===== src/inc/pin_irq_pkg.sv =====
// Constants and types shared by the input pin and interrupt configuration block
package pin_irq_pkg;

	// Register offsets on the control port
	localparam logic [7:0] OFS_FUNC_AB   = 8'h2B;
	localparam logic [7:0] OFS_FUNC_CD   = 8'h2C;
	localparam logic [7:0] OFS_MONITOR   = 8'h2F;
	localparam logic [7:0] OFS_IRQ_CFG   = 8'h32;
	localparam logic [7:0] OFS_IRQ_MASK  = 8'h33;
	localparam logic [7:0] OFS_IRQ_LATCH = 8'h36;

	// Reset values
	localparam logic [7:0] RST_FUNC      = 8'h00;
	localparam logic [7:0] RST_IRQ_CFG   = 8'h00;
	localparam logic [7:0] RST_IRQ_MASK  = 8'hFF;
	localparam logic [7:0] RST_IRQ_LATCH = 8'h00;
	localparam logic [7:0] RST_RDATA     = 8'h00;

	// Writable bits of each register
	localparam logic [7:0] WMASK_FUNC    = 8'h77;
	localparam logic [7:0] WMASK_IRQ_CFG = 8'hE4;
	localparam logic [7:0] WMASK_LATCH   = 8'hC0;

	// Field positions
	localparam int FUNC_HI_LSB    = 4;
	localparam int FUNC_LO_LSB    = 0;
	localparam int CFG_POL_BIT    = 7;
	localparam int CFG_MODE_LSB   = 5;
	localparam int CFG_FILTER_BIT = 2;
	localparam int LATCH_CLK_BIT  = 7;
	localparam int LATCH_LOCK_BIT = 6;
	localparam int MON_LSB        = 4;

	// Pin function codes
	typedef enum logic [2:0] {
		FN_DISABLED = 3'h0,
		FN_GPI      = 3'h1,
		FN_MCLK     = 3'h2,
		FN_DAISY    = 3'h3,
		FN_PDM_A    = 3'h4,
		FN_PDM_B    = 3'h5,
		FN_PDM_C    = 3'h6,
		FN_PDM_D    = 3'h7
	} pin_fn_t;

	// Interrupt output modes
	typedef enum logic [1:0] {
		IRQ_LEVEL    = 2'h0,
		IRQ_RESERVED = 2'h1,
		IRQ_REPEAT   = 2'h2,
		IRQ_ONESHOT  = 2'h3
	} irq_mode_t;

	// Timing of the pulsed interrupt modes
	localparam int CLK_FREQ_KHZ   = 125000;
	localparam int PULSE_TIME_MS  = 2;
	localparam int PERIOD_TIME_MS = 4;
	localparam int PULSE_CYCLES   = PULSE_TIME_MS * CLK_FREQ_KHZ;
	localparam int PERIOD_CYCLES  = PERIOD_TIME_MS * CLK_FREQ_KHZ;
	localparam int CNT_W          = 20;
	localparam logic [CNT_W-1:0] RST_CNT = 20'h0_0000;

endpackage : pin_irq_pkg


===== src/verilog/pin_input_sync.sv =====
// One input pin: two-stage synchroniser and general-purpose level monitor
`timescale 1ns/1ns

module pin_input_sync (
	// Clock and reset
	input  wire logic       ref_clk,
	input  wire logic       arst_n,
	// Pin and its function
	input  wire logic       pin_raw,
	input  wire logic [2:0] pin_function,
	// Synchronised level and monitor bit
	output logic            pin_level,
	output logic            monitor_bit
);

	typedef struct packed {
		logic meta;
		logic sync;
		logic mon;
	} sync_state_t;

	sync_state_t q;
	sync_state_t d;

	always_comb begin
		d      = q;
		d.meta = pin_raw;
		d.sync = q.meta;
		// Only a general-purpose input reports its level
		d.mon  = (pin_function == pin_irq_pkg::FN_GPI) ? q.sync : 1'b0;
	end

	always_ff @(posedge ref_clk or negedge arst_n) begin
		if (!arst_n) begin
			q <= '0;
		end else begin
			q <= d;
		end
	end

	assign pin_level   = q.sync;
	assign monitor_bit = q.mon;

endmodule : pin_input_sync


===== src/verilog/input_pin_mux_monitor_irq_cfg.sv =====
// Input pin function select, level monitor and interrupt output configuration
`timescale 1ns/1ns

// Behaviour
// Pin three function at bits 6-4
// Codes 2,3: master clock, daisy data
// Codes 4-7: density data pairs a-d
// Pin four function at bits 2-0
// Monitor shows general input levels, bits 7-4
// Monitor low nibble reads zero
// Polarity bit chooses active low or high
// Mode 0 level while pending; 1 reserved
// Mode 2: 2 ms of every 4 ms
// Mode 3: one 2 ms pulse per event
// Filter bit hides masked latched bits
// Reserved config bits zero; fields reset zero
// Latched status bits clear on read
// Mask bit per source, reset masked
// Unselected pins read zero, drive nothing
module input_pin_mux_monitor_irq_cfg #(
	parameter int PULSE_CYCLES  = pin_irq_pkg::PULSE_CYCLES,
	parameter int PERIOD_CYCLES = pin_irq_pkg::PERIOD_CYCLES
) (
	// Clock and reset
	input  wire logic       ref_clk,
	input  wire logic       arst_n,
	// Register port
	input  wire logic [7:0] reg_addr,
	input  wire logic [7:0] reg_wdata,
	input  wire logic       reg_wr,
	input  wire logic       reg_rd,
	output logic      [7:0] reg_rdata,
	// Input pins
	input  wire logic       input_one_pin,
	input  wire logic       input_two_pin,
	input  wire logic       input_three_pin,
	input  wire logic       input_four_pin,
	// Interrupt sources, one-cycle pulses
	input  wire logic       clk_error_event,
	input  wire logic       lock_event,
	// Routed pin functions
	output logic            master_clock_in,
	output logic            daisy_chain_data_in,
	output logic            density_data_pair_a,
	output logic            density_data_pair_b,
	output logic            density_data_pair_c,
	output logic            density_data_pair_d,
	// Interrupt outputs
	output logic            irq_request_pin,
	output logic            irq_level
);

	localparam int CW = pin_irq_pkg::CNT_W;

	typedef struct packed {
		logic [7:0]    func_ab;
		logic [7:0]    func_cd;
		logic [7:0]    cfg;
		logic [7:0]    mask;
		logic [7:0]    latch;
		logic [7:0]    rdata;
		logic [CW-1:0] cnt;
		logic          pulse_on;
		logic          irq_pin;
		logic          irq_lvl;
		logic          mclk;
		logic          daisy;
		logic [3:0]    pdm;
	} state_t;

	state_t q;
	state_t d;

	logic [3:0] pin_raw;
	logic [3:0] pin_level;
	logic [3:0] mon_bit;
	logic [2:0] pin_fn [4];

	assign pin_raw   = {input_four_pin, input_three_pin, input_two_pin, input_one_pin};
	assign pin_fn[0] = q.func_ab[pin_irq_pkg::FUNC_HI_LSB +: 3];
	assign pin_fn[1] = q.func_ab[pin_irq_pkg::FUNC_LO_LSB +: 3];
	assign pin_fn[2] = q.func_cd[pin_irq_pkg::FUNC_HI_LSB +: 3];
	assign pin_fn[3] = q.func_cd[pin_irq_pkg::FUNC_LO_LSB +: 3];

	for (genvar i = 0; i < 4; i++) begin : g_pin
		pin_input_sync u_sync (
			.ref_clk      (ref_clk),
			.arst_n       (arst_n),
			.pin_raw      (pin_raw[i]),
			.pin_function (pin_fn[i]),
			.pin_level    (pin_level[i]),
			.monitor_bit  (mon_bit[i])
		);
	end

	always_comb begin
		logic [7:0]    ev;
		logic [7:0]    shown;
		logic [7:0]    clr;
		logic [7:0]    pending;
		logic [7:0]    monitor;
		logic [1:0]    mode;
		logic          active;
		logic          rd_hit;
		logic          wr_hit;
		logic [CW-1:0] period_last;
		logic [CW-1:0] pulse_last;
		logic [CW-1:0] pulse_len;
		ev          = 8'h00;
		shown       = 8'h00;
		clr         = 8'h00;
		pending     = 8'h00;
		monitor     = 8'h00;
		mode        = 2'h0;
		active      = 1'b0;
		rd_hit      = 1'b0;
		wr_hit      = 1'b0;
		period_last = CW'(PERIOD_CYCLES - 1);
		pulse_last  = CW'(PULSE_CYCLES - 1);
		pulse_len   = CW'(PULSE_CYCLES);
		d           = q;

		ev[pin_irq_pkg::LATCH_CLK_BIT]  = clk_error_event;
		ev[pin_irq_pkg::LATCH_LOCK_BIT] = lock_event;
		mode    = q.cfg[pin_irq_pkg::CFG_MODE_LSB +: 2];
		pending = q.latch & ~q.mask & pin_irq_pkg::WMASK_LATCH;

		// Latched readback, optionally without masked sources
		shown = q.cfg[pin_irq_pkg::CFG_FILTER_BIT] ? (q.latch & ~q.mask) : q.latch;

		// Monitor: pin one at bit 7 down to pin four at bit 4, low nibble zero
		monitor[pin_irq_pkg::MON_LSB +: 4] = {mon_bit[0], mon_bit[1], mon_bit[2], mon_bit[3]};

		// Register writes; reserved bits are never stored
		if (reg_wr) begin
			case (reg_addr)
				pin_irq_pkg::OFS_FUNC_AB: begin
					d.func_ab = reg_wdata & pin_irq_pkg::WMASK_FUNC;
				end
				pin_irq_pkg::OFS_FUNC_CD: begin
					d.func_cd = reg_wdata & pin_irq_pkg::WMASK_FUNC;
				end
				pin_irq_pkg::OFS_IRQ_CFG: begin
					d.cfg = reg_wdata & pin_irq_pkg::WMASK_IRQ_CFG;
				end
				pin_irq_pkg::OFS_IRQ_MASK: begin
					d.mask = reg_wdata;
				end
				pin_irq_pkg::OFS_IRQ_LATCH: begin
					wr_hit = 1'b1;
				end
				default: begin
					wr_hit = 1'b0;
				end
			endcase
		end

		// Read data stands in the following cycle only
		d.rdata = 8'h00;
		if (reg_rd) begin
			case (reg_addr)
				pin_irq_pkg::OFS_FUNC_AB: begin
					d.rdata = q.func_ab;
				end
				pin_irq_pkg::OFS_FUNC_CD: begin
					d.rdata = q.func_cd;
				end
				pin_irq_pkg::OFS_MONITOR: begin
					d.rdata = monitor;
				end
				pin_irq_pkg::OFS_IRQ_CFG: begin
					d.rdata = q.cfg;
				end
				pin_irq_pkg::OFS_IRQ_MASK: begin
					d.rdata = q.mask;
				end
				pin_irq_pkg::OFS_IRQ_LATCH: begin
					d.rdata = shown;
					rd_hit  = 1'b1;
				end
				default: begin
					d.rdata = 8'h00;
				end
			endcase
		end

		// Reading clears only what was shown; writing a one clears too; a new event wins
		if (rd_hit) begin
			clr = clr | shown;
		end
		if (wr_hit) begin
			clr = clr | reg_wdata;
		end
		d.latch = ((q.latch & ~clr) | ev) & pin_irq_pkg::WMASK_LATCH;

		// Interrupt output timing
		d.pulse_on = 1'b0;
		d.cnt      = pin_irq_pkg::RST_CNT;
		case (mode)
			pin_irq_pkg::IRQ_LEVEL: begin
				active = |pending;
			end
			pin_irq_pkg::IRQ_REPEAT: begin
				// Free-running 4 ms frame while anything stays pending
				if (|pending) begin
					d.cnt = (q.cnt >= period_last) ? pin_irq_pkg::RST_CNT : q.cnt + 1'b1;
				end
				active = (|pending) && (q.cnt < pulse_len);
			end
			pin_irq_pkg::IRQ_ONESHOT: begin
				// Each unmasked event restarts a 2 ms pulse; events inside one merge
				if (|(ev & ~q.mask)) begin
					d.pulse_on = 1'b1;
					d.cnt      = pin_irq_pkg::RST_CNT;
				end else if (q.pulse_on) begin
					d.pulse_on = (q.cnt < pulse_last);
					d.cnt      = q.cnt + 1'b1;
				end
				active = q.pulse_on;
			end
			default: begin
				active = 1'b0;
			end
		endcase
		d.irq_pin = q.cfg[pin_irq_pkg::CFG_POL_BIT] ? active : ~active;
		d.irq_lvl = |pending;

		// Pin routing; a disabled or general pin drives no function
		d.mclk  = 1'b0;
		d.daisy = 1'b0;
		d.pdm   = 4'h0;
		for (int i = 0; i < 4; i++) begin
			case (pin_fn[i])
				pin_irq_pkg::FN_MCLK: begin
					d.mclk = d.mclk | pin_level[i];
				end
				pin_irq_pkg::FN_DAISY: begin
					d.daisy = d.daisy | pin_level[i];
				end
				pin_irq_pkg::FN_PDM_A: begin
					d.pdm[0] = d.pdm[0] | pin_level[i];
				end
				pin_irq_pkg::FN_PDM_B: begin
					d.pdm[1] = d.pdm[1] | pin_level[i];
				end
				pin_irq_pkg::FN_PDM_C: begin
					d.pdm[2] = d.pdm[2] | pin_level[i];
				end
				pin_irq_pkg::FN_PDM_D: begin
					d.pdm[3] = d.pdm[3] | pin_level[i];
				end
				default: begin
					d.mclk = d.mclk;
				end
			endcase
		end
	end

	always_ff @(posedge ref_clk or negedge arst_n) begin
		if (!arst_n) begin
			q          <= '0;
			q.func_ab  <= pin_irq_pkg::RST_FUNC;
			q.func_cd  <= pin_irq_pkg::RST_FUNC;
			q.cfg      <= pin_irq_pkg::RST_IRQ_CFG;
			q.mask     <= pin_irq_pkg::RST_IRQ_MASK;
			q.latch    <= pin_irq_pkg::RST_IRQ_LATCH;
			q.rdata    <= pin_irq_pkg::RST_RDATA;
			q.cnt      <= pin_irq_pkg::RST_CNT;
			// Default polarity is active low, so the idle pin sits high
			q.irq_pin  <= 1'b1;
		end else begin
			q <= d;
		end
	end

	assign reg_rdata           = q.rdata;
	assign master_clock_in     = q.mclk;
	assign daisy_chain_data_in = q.daisy;
	assign density_data_pair_a = q.pdm[0];
	assign density_data_pair_b = q.pdm[1];
	assign density_data_pair_c = q.pdm[2];
	assign density_data_pair_d = q.pdm[3];
	assign irq_request_pin     = q.irq_pin;
	assign irq_level           = q.irq_lvl;

endmodule : input_pin_mux_monitor_irq_cfg


===== config.mk =====
export PLATFORM = sky130hd
export DESIGN_NAME = input_pin_mux_monitor_irq_cfg
export DESIGN_NICKNAME = d
export VERILOG_FILES = /design/src/inc/pin_irq_pkg.sv /design/src/verilog/pin_input_sync.sv /design/src/verilog/input_pin_mux_monitor_irq_cfg.sv
export SDC_FILE = /design/constraint.sdc
export NUM_CORES = 1
export LEC_CHECK = 0
export ABC_AREA = 1
export BUFFER_PORTS_ARGS = -buffer_cell sky130_fd_sc_hd__buf_2
export CAP_MARGIN = 20
export CORE_MARGIN = 1.5
export CORE_UTILIZATION = 45
export DETAILED_ROUTE_END_ITERATION = 8
export GPL_TIMING_DRIVEN = 1
export PLACE_DENSITY = 0.74
export RECOVER_POWER = 50
export SLEW_MARGIN = 20
export SYNTH_ARGS = -nofsm -noshare
export SYNTH_HDL_FRONTEND = slang
export SYNTH_SLANG_ARGS = --single-unit

===== constraint.sdc =====
create_clock -name ref_clk -period 2.13 [get_ports ref_clk]
set_clock_uncertainty 0.2 [all_clocks]
set_input_delay 0.1065 -clock ref_clk [delete_from_list [all_inputs] [get_ports ref_clk]]
set_output_delay 0.1065 -clock ref_clk [all_outputs]
set_load 0.01 [all_outputs]

==> impl_metrics.csv, run 1 <==
group,metric,value,unit
critical_path,end_kind,"flop",
cells_and_area,drive_gt1_share,19.4,%
clock_tree,cts_tree,"built",
synthesis,yosys_warnings,0,
timing,timing.fmax,497,MHz
cells_and_area,layout-area-overhead-vs-synth,17.1,%
power,clkPwrFrac,38.6,%
synthesis,syn-instance-count,480,
flow_run,drv_cap,0,
synthesis,synthTopCellsByArea,"dfrtp_1, nand2_1, dfstp_2",
die,dieArea,0.00917,sq mm
critical_path,critPathLaunchType,"input port",
synthesis,synth.largest_area_cell,"dfrtp_1",
synthesis,synth.top_cell.area_share,42.6,%
power,vdd_ir_drop_max,0.000257,V
synthesis,syn_nets,507,
detailed_routing,drt_iter0_markers,152,
detailed_routing,drtPass1Iterations,5,
die,num_io_pins,42,
timing,slew_headroom,4.68,%
global_routing,grt.overflow.total,0,
run_status,status,"finished clean",
die,num_rows,33,
timing,worst_pin_slew,1.43,ns
min_path,hold_path.class,"in2reg",
global_routing,grt_max_degree,28,
clock_tree,post-cts-setup-buffer-count,0,
timing,min_period,2.01,ns
timing,layout_setup_ws,0.118,ns
clock_tree,clockBufferDepth,2,
placed_design,gp_congestion,0.896,
synthesis,seq_area_frac_synth,48.8,%
timing,finalCritPeriodShare,94.4,%
timing,setup_viol_count_final,0,
detailed_routing,dr_total_vias,3284,
clock_tree,clk_latency,0.34,ns
timing,maxSlewViolCount,0,
power,p_seq_share,53.8,%
detailed_routing,via_per_inst,5.04,
power,power_frac_comb,7.6,%
placed_design,port_buffers,41,
power,finalPower,2.80,mW
die,die_height,95.8,microns
cells_and_area,num-fill-cells,753,
critical_path,cp_slowest_cell,"dlygate4sd3_1",
detailed_routing,drc,0,
cells_and_area,antenna_cells,0,
critical_path,crit_required,2.21,ns
critical_path,path_cells,"dlygate4sd3_1 > buf_2 > inv_2 > nand2_1 > nor2_2 > nand2_2 > inv_4 > nand3_1 > dlygate4sd3_1 > nand2_1",
clock_tree,root_buffer,"clkbuf_8",
global_routing,grt_pass1_wl,14.3,mm
global_routing,gr-usage-all-layers,20.4,%
detailed_routing,wirelength,8.56,mm
die,core,0.00826,sq mm
timing,hold_violations,0,
clock_tree,cts_buffers,9,
power,power.density,618,mW/mm^2
timing,fin_setup_tns,0,ns
global_routing,antenna_found_initial,0,
critical_path,cpPeakStageDelay,0.57,ns
detailed_routing,wl_per_cell,13.1,microns
timing,rsz0062_at_grt,"false",
synthesis,avgSynthCellArea,8.07,sq um
die,start_util,46.9,%
critical_path,cp.arrival,2.09,ns
detailed_routing,ant_nets,0,
global_routing,grt_pass1_vias,3216,
synthesis,synthArstFlopShare,100,%
cells_and_area,fin_nets,568,
synthesis,ys_seq_elements,75,
die,fp.dieW,95.8,microns
critical_path,path_class,"in2reg",
placed_design,hpwl,6.27,mm
clock_tree,clock-sinks,75,
synthesis,synthesis.area,0.00387,sq mm
clock_tree,ctsHtreeMaxLevel,3,
critical_path,crit_fanout,7,
power,power_switching,0.680,mW
placed_design,dp_slack,0.298,ns
synthesis,synth.distinct_cells,39,
synthesis,synth_edf_count,0,
synthesis,synth_flop_cell,"dfrtp_1",
power,p_leak,2.12,nW
power,p_int,2.12,mW
power,switching_share,24.3,%
clock_tree,clk_pin_slew,0.08,ns
## through the flow
step	instances	cell area (sq um)	hold slack (ns)	utilization, %
2_1_floorplan	480	3870	-0.389	-
3_3_place_gp	615	4140	-0.0646	50.1
3_5_place_dp	615	4140	-0.0480	50.1
4_1_cts	651	4530	0.00886	54.9
5_1_grt	651	4530	0.0330	54.9
6_report	651	4530	0.0280	54.9
## cells by family after synthesis
family / Yosys count / share of synthesized area [%]
xor+xnor: 9 / 2.04
fa+ha+maj: 1 / 0.323
flops: 75 / 48.8
simple gates: 267 / 31.5
buf+inv: 79 / 9.53
compound gates: 49 / 7.88
## Yosys cell counts, types with 2 or more instances
cell type / instances
nand2_4: 2
o21ai_1: 8
nand4_1: 11
nand2_1: 114
inv_2: 4
nand2_2: 9
o2111ai_1: 2
inv_1: 59
o21ai_2: 7
inv_4: 2
xor2_1: 6
buf_6: 2
a21oi_1: 3
nor2_4: 4
dfrtp_1: 66
nor3_1: 8
o211ai_1: 4
nor2_1: 63
xnor2_1: 3
nand3_1: 37
nor2_2: 12
buf_2: 2
dfstp_2: 9
buf_4: 9
o21ai_0: 19
nor4_1: 2
## sequential cells by signal, indices dropped and copies added (netlist names)
name                      flops
q                            35
pin_fn                       12
reg_rdata                     8
g_pin.u_sync.d                4
g_pin.u_sync.monitor_bit      4
g_pin.u_sync.pin_level        4
daisy_chain_data_in           1
density_data_pair_a           1
density_data_pair_b           1
density_data_pair_c           1
density_data_pair_d           1
irq_level                     1
irq_request_pin               1
master_clock_in               1
## worst max-delay path: cells and delay by family
kind	cells	cell delay, ns
buf+inv	5	1.48
simple gates	5	0.50
## final cells by class
type	instances	area (sq um)	share of cell area (%)
flip-flops and latches	75	1890	41.7
multi-input cells	326	1630	35.9
repair buffers	64	444	9.80
inverters	65	249	5.49
clock buffers	11	141	3.12
well taps	105	131	2.90
clock inverters	5	52.6	1.16
## repair_timing
item	in CTS	in global routing
hold endpoints to repair	76	0
hold buffers	20	0
endpoints found under the setup margin	0	3
gates resized for setup	0	3
## path summary, 6_finish.rpt
path / start / to / slack (ns) / cells past startpoint
max reg2reg: q[55] / q[44] / 0.27 / 7
min: reg_wr / q[51] / 0.03 / 3
max in group asynchronous: arst_n / q[49] / 0.42 / 3
min in group asynchronous: arst_n / g_pin[3].u_sync.pin_level / 0.43 / 2
min reg2reg: g_pin[0].u_sync.d[1] / g_pin[0].u_sync.pin_level / 0.15 / 0
max: reg_addr[3] / q[48] / 0.12 / 10
## placed cells by master (no fill, tap or decap), types with 3 or more instances in the layout
cell,instances
nor2_2,12
a21oi_1,3
o21ai_2,7
nand2_2,9
clkinv_2,3
nand3_1,37
clkbuf_1,8
xor2_1,6
nand2_1,114
xnor2_1,3
dfrtp_1,66
nor2_4,4
nand4_1,11
clkbuf_8,10
o211ai_1,4
inv_1,58
buf_2,34
nor2_1,63
nor3_1,7
dlygate4sd3_1,20
dfstp_2,8
inv_2,5
o21ai_1,8
o21ai_0,19
## power groups by stage
stage / clock [mW] / combinational, mW / sequential (mW)
2_1_floorplan: 0 / 0.0915 / 1.52
4_1_cts: 1.11 / 0.213 / 1.50
3_3_place_gp: 0 / 0.184 / 1.53
3_5_place_dp: 0 / 0.189 / 1.53
5_1_grt: 1.18 / 0.240 / 1.51
6_report: 1.08 / 0.213 / 1.51
## layer usage
metal	vias up	global-route usage [%]	part of all wire [%]
li1	1647	-	-
met1	1497	25.5	45
met2	119	34.5	48
met3	21	3.40	4.7
met4	0	8.95	2.5
met5	-	0	0
(Power assumes the default switching activity.)
==> run 2: changes to the inputs <==
Clock period 2.13 ns to 2.6 ns, I/O delays scaled along.
==> run 2 against run 1 <==
Effect of this change:
- first-iteration DRC count down 3.9%
- critical path depth shrank 3
- register-to-register slack gained 0.50 ns
- non-clock buffer count did not move
- power decreased by 11%
- die area unchanged
- worst hold slack improved by 0.0042 ns
- sequential power decreased by 19%
- largest power group unchanged
- count of clock-buffer cells in the layout is 1 higher
- global-route usage grew 0.32 points
==> impl_metrics.csv, run 2 (same netlist as run 1, synthesis figures left out) <==
group,metric,value,unit
run_status,status,"finished clean",
clock_tree,clk_pin_slew,0.08,ns
die,num_io_pins,42,
cells_and_area,num-fill-cells,768,
die,num_rows,33,
placed_design,port_buffers,41,
timing,worst_pin_slew,1.50,ns
global_routing,gr-usage-all-layers,20.7,%
global_routing,grt_pass1_vias,3149,
critical_path,end_kind,"flop",
clock_tree,clockBufferDepth,2,
critical_path,crit_required,2.64,ns
critical_path,path_class,"in2reg",
die,start_util,46.9,%
timing,maxSlewViolCount,0,
detailed_routing,drtPass1Iterations,5,
cells_and_area,final_util,54.9,%
clock_tree,ctsHtreeMaxLevel,3,
cells_and_area,antenna_cells,0,
critical_path,cp.arrival,2.23,ns
timing,slew_headroom,0.163,%
placed_design,hpwl,6.31,mm
clock_tree,post-cts-setup-buffer-count,0,
clock_tree,cts_tree,"built",
power,p_leak,2.08,nW
placed_design,gp_congestion,0.902,
timing,finalCritPeriodShare,84.3,%
detailed_routing,ant_nets,0,
clock_tree,root_buffer,"clkbuf_8",
cells_and_area,final_cell_mix,"nand2_1, dfrtp_1, nor2_1",
detailed_routing,dr_total_vias,3297,
power,vdd_ir_drop_max,0.000228,V
timing,fin_setup_tns,0,ns
power,power.density,551,mW/mm^2
cells_and_area,largest_reg_flops,35,
die,fp.dieW,95.8,microns
cells_and_area,seqCellArea,0.00189,sq mm
detailed_routing,via_per_inst,5.06,
cells_and_area,layout-area-overhead-vs-synth,17.1,%
cells_and_area,drive_gt1_share,17.0,%
timing,hold_violations,0,
flow_run,drv_cap,0,
cells_and_area,top_register,"q",
detailed_routing,wl_per_cell,13.2,microns
clock_tree,cts_buffers,9,
clock_tree,clk_latency,0.36,ns
timing,setup_viol_count_final,0,
timing,min_period,2.19,ns
min_path,hold_path.class,"in2reg",
detailed_routing,drt_iter0_markers,146,
die,core,0.00826,sq mm
cells_and_area,multiInputGateArea,0.00162,sq mm
critical_path,critPathLaunchType,"input port",
detailed_routing,wirelength,8.56,mm
die,die_height,95.8,microns
global_routing,antenna_found_initial,0,
detailed_routing,drc,0,
global_routing,grt_pass1_wl,14.4,mm
global_routing,grt.overflow.total,0,
cells_and_area,fin_nets,568,
timing,rsz0062_at_grt,"false",
timing,timing.fmax,456,MHz
clock_tree,clock-sinks,75,
cells_and_area,final_common_cell,"nand2_1",
global_routing,grt_max_degree,28,
die,dieArea,0.00917,sq mm
critical_path,crit_fanout,4,
## run 2: changes by cell type in the layout (fill, tap and decap cells not counted), sizes merged
cell	before	now
bufinv	1	3
clkbuf	18	29
clkinv	3	1
buf	37	27
clkinvlp	1	0
## run 2: through the flow
step           hold WS (ns)  total power, mW  instance area, sq um  cells  setup WS (ns)
6_report             0.0322             2.50                  4530    651          0.407
5_1_grt              0.0339             2.60                  4530    651          0.276
4_1_cts              0.0139             2.52                  4560    651          0.426
3_5_place_dp        -0.0129             1.40                  4110    615          0.782
3_3_place_gp        -0.0266             1.40                  4110    615          0.842
2_1_floorplan        -0.366             1.32                  3870    480          0.915
## run 2: layout make-up
cell class,instances,area share (%)
clock inverters,4,2.18
well taps,105,2.90
flip-flops and latches,75,41.6
clock buffers,12,3.20
multi-input cells,326,35.6
repair buffers,64,8.97
inverters,65,5.49
## run 2: worst max-delay path: stages
cell	delay [ns]
dlygate4sd3_1	0.53
buf_2	0.14
nor3_1	0.43
nand3_1	0.18
o211ai_1	0.20
nand2_1	0.07
dlygate4sd3_1	0.56
## run 2: where the power goes
part	total, mW	internal, mW	switching, mW
clock network	1.10	0.667	0.433
logic	0.166	0.0618	0.105
registers	1.23	1.20	0.0288
## run 2: worst paths after layout
kind	from	to	slack, ns	cells after the start
max	reg_addr[3]	q[43]	0.41	7
min	reg_wr	q[51]	0.03	3
max reg2reg	q[55]	q[43]	0.77	7
min reg2reg	g_pin[1].u_sync.d[1]	g_pin[1].u_sync.pin_level	0.15	0
max in group asynchronous	arst_n	q[50]	0.61	3
min in group asynchronous	arst_n	g_pin[0].u_sync.d[1]	0.47	2
## run 2: repair_timing
item | in CTS | in global routing
endpoints found under the hold margin | 64 | 0
hold buffers | 20 | 0
resized for setup | 0 | 0
## run 2: layer usage
layer	share of wire, %	global-route usage, %	wire (microns)	up-vias
met4	2.7	8.58	235	0
met1	44	26.2	3790	1527
li1	-	-	-	1642
met5	0	0	0	-
met3	5.2	4.50	446	25
met2	48	34.2	4080	103
==> run 3: changes to the inputs <==
Settings changed: PLACE_DENSITY 0.74 to 0.76.
Clock period 2.6 ns to 1.9 ns, I/O delays scaled along.
==> run 3 against run 2 <==
Effect of this change:
- register-to-register slack got worse by 0.61 ns
- worst hold slack worse by 0.037 ns
- largest cell class unchanged
- largest power group unchanged
- global-route usage shrank 0.31 points
- critical path depth is 1 higher
- the run now ends with negative hold slack left
- combinational power rose by 40%
- final area fell by 0.17%
==> impl_metrics.csv, run 3 (same netlist as run 1, synthesis figures left out) <==
group,metric,value,unit
power,p_seq_share,54.1,%
cells_and_area,seqCellArea,0.00189,sq mm
detailed_routing,ant_nets,0,
cells_and_area,final_common_cell,"nand2_1",
clock_tree,cts_tree,"built",
cells_and_area,final_cell_mix,"nand2_1, dfrtp_1, nor2_1",
min_path,hold_end,"q[44]",
global_routing,grt.overflow.total,0,
power,vdd_ir_drop_max,0.000396,V
cells_and_area,fin_area,0.00453,sq mm
critical_path,reg2reg_from,"q[9]",
critical_path,worst-path-buf-inv,0,
cells_and_area,fin_nets,568,
critical_path,path_cells,"ha_1 > nand2_2 > nor2_4 > nand2_1 > nor2_4 > nand2_1 > xor2_1 > nor2_2",
timing,fin_setup_tns,0,ns
cells_and_area,multiInputGateArea,0.00163,sq mm
timing,slew_headroom,34.2,%
placed_design,gp_congestion,0.925,
placed_design,hpwl,5.98,mm
timing,setup_viol_count_final,0,
power,power_frac_comb,7.5,%
cells_and_area,layout-area-overhead-vs-synth,16.9,%
timing,timing.fmax,573,MHz
die,dieArea,0.00917,sq mm
detailed_routing,drc,0,
global_routing,grt_max_degree,76,
detailed_routing,wirelength,8.30,mm
die,num_io_pins,42,
critical_path,crit_fanout,5,
detailed_routing,via_per_inst,5.03,
min_path,min_delay_path_depth,5,
timing,maxSlewViolCount,0,
critical_path,cpPeakStageDelay,0.41,ns
power,clkPwrFrac,38.4,%
min_path,hp-start,"reg_addr[3]",
critical_path,path_class,"reg2reg",
critical_path,r2r-end,"q[23]",
critical_path,rr_worst_depth,8,
detailed_routing,wl_per_cell,12.8,microns
timing,hold_violations,1,
run_status,status,"complete, but fails checks",
detailed_routing,dr_total_vias,3277,
clock_tree,ctsHtreeMaxLevel,3,
timing,fin_hold_ws,-0.00501,ns
global_routing,antenna_found_initial,0,
power,p_int,2.34,mW
cells_and_area,antenna_cells,0,
clock_tree,clk_latency,0.35,ns
flow_run,drv_cap,0,
power,switching_share,24.8,%
cells_and_area,drive_gt1_share,20.9,%
die,start_util,46.9,%
placed_design,dp_slack,0.0724,ns
critical_path,crit_family,"simple AND/OR/NAND/NOR gates",
clock_tree,clock-sinks,75,
cells_and_area,final_cells,651,
clock_tree,clockBufferDepth,2,
critical_path,regToRegSetupSlack,0.16,ns
power,power.density,688,mW/mm^2
placed_design,port_buffers,41,
critical_path,end_kind,"flop",
cells_and_area,final_util,54.8,%
global_routing,grt_pass1_vias,3143,
timing,min_period,1.74,ns
cells_and_area,largest_reg_flops,35,
die,num_rows,33,
placed_design,placed_cell_area,0.00412,sq mm
critical_path,cp.arrival,1.78,ns
critical_path,cp_slowest_cell,"dfrtp_2",
timing,finalCritPeriodShare,91.8,%
global_routing,grt_pass1_wl,14.3,mm
critical_path,crit_required,1.94,ns
cells_and_area,num-fill-cells,766,
timing,layout_setup_ws,0.156,ns
die,fp.dieW,95.8,microns
clock_tree,clk_pin_slew,0.08,ns
cells_and_area,top_register,"q",
run_status,violations,"negative hold slack",
critical_path,critPathLaunchType,"flop",
detailed_routing,drt_iter0_markers,216,
power,power_switching,0.772,mW
die,core,0.00826,sq mm
min_path,hold_path.class,"in2reg",
detailed_routing,drtPass1Iterations,6,
clock_tree,cts_buffers,9,
timing,worst_pin_slew,0.987,ns
global_routing,gr-usage-all-layers,20.4,%
timing,rsz0062_at_grt,"false",
die,die_height,95.8,microns
power,p_leak,2.13,nW
clock_tree,root_buffer,"clkbuf_8",
placed_design,place_inst,615,
## run 3: worst max-delay path by stage
stage / startpoint / to / slack [ns] / cells after the start
finish: q[9] / q[23] / 0.16 / 8
global route: q[9] / q[23] / 0.01 / 8
CTS: q[9] / q[10] / 0.05 / 10
detailed placement: q[9] / q[20] / 0.07 / 10
global placement: q[9] / q[9] / 0.14 / 10
floorplan: q[9] / q[13] / 0.22 / 11
## run 3: worst reg2reg max path: stages (launching register included)
cell and delay, ns:
dfrtp_2 0.41, ha_1 0.20, nand2_2 0.09, nor2_4 0.16, nand2_1 0.13, nor2_4 0.15, nand2_1 0.08, xor2_1 0.16
nor2_2 0.05
## run 3: per-stage QoR
stage	total power [mW]	hold slack [ns]
after floorplan	1.81	-0.401
after global routing	3.26	0.0692
after detailed placement	1.92	-0.0396
after global placement	1.92	-0.0504
after CTS	3.15	0.0203
final	3.11	-0.00501
## run 3: power groups by stage
| stage | logic [mW] | clock network (mW) | registers (mW) |
|---|---|---|---|
| global route | 0.266 | 1.30 | 1.69 |
| CTS | 0.237 | 1.23 | 1.68 |
| finish | 0.233 | 1.20 | 1.68 |
| detailed placement | 0.207 | 0 | 1.71 |
| global placement | 0.202 | 0 | 1.71 |
| floorplan | 0.103 | 0 | 1.71 |
## run 3: metal layers
layer	vias to the layer above	share of wire [%]	GRT usage [%]	wire length, microns
met4	0	2.6	10.7	213
met3	20	4.4	3.63	368
met2	90	47	31.6	3900
li1	1641	-	-	-
met5	-	0	0	0
met1	1526	46	27.2	3820
## run 3: layout make-up
class	count	share of cell area, %
Multi-Input combinational cell	326	35.9
Clock inverter	6	1.46
Tap cell	105	2.90
Inverter	65	5.72
Sequential cell	75	41.7
Timing Repair Buffer	64	9.45
Clock buffer	10	2.82
## run 3: repair_timing
| item | 4_1_cts | 5_1_grt |
|---|---|---|
| endpoints found under the hold margin | 114 | 0 |
| endpoints found under the setup margin | 0 | 20 |
| setup buffers | 0 | 0 |
| resized for setup | 0 | 7 |
| hold buffers | 22 | 0 |
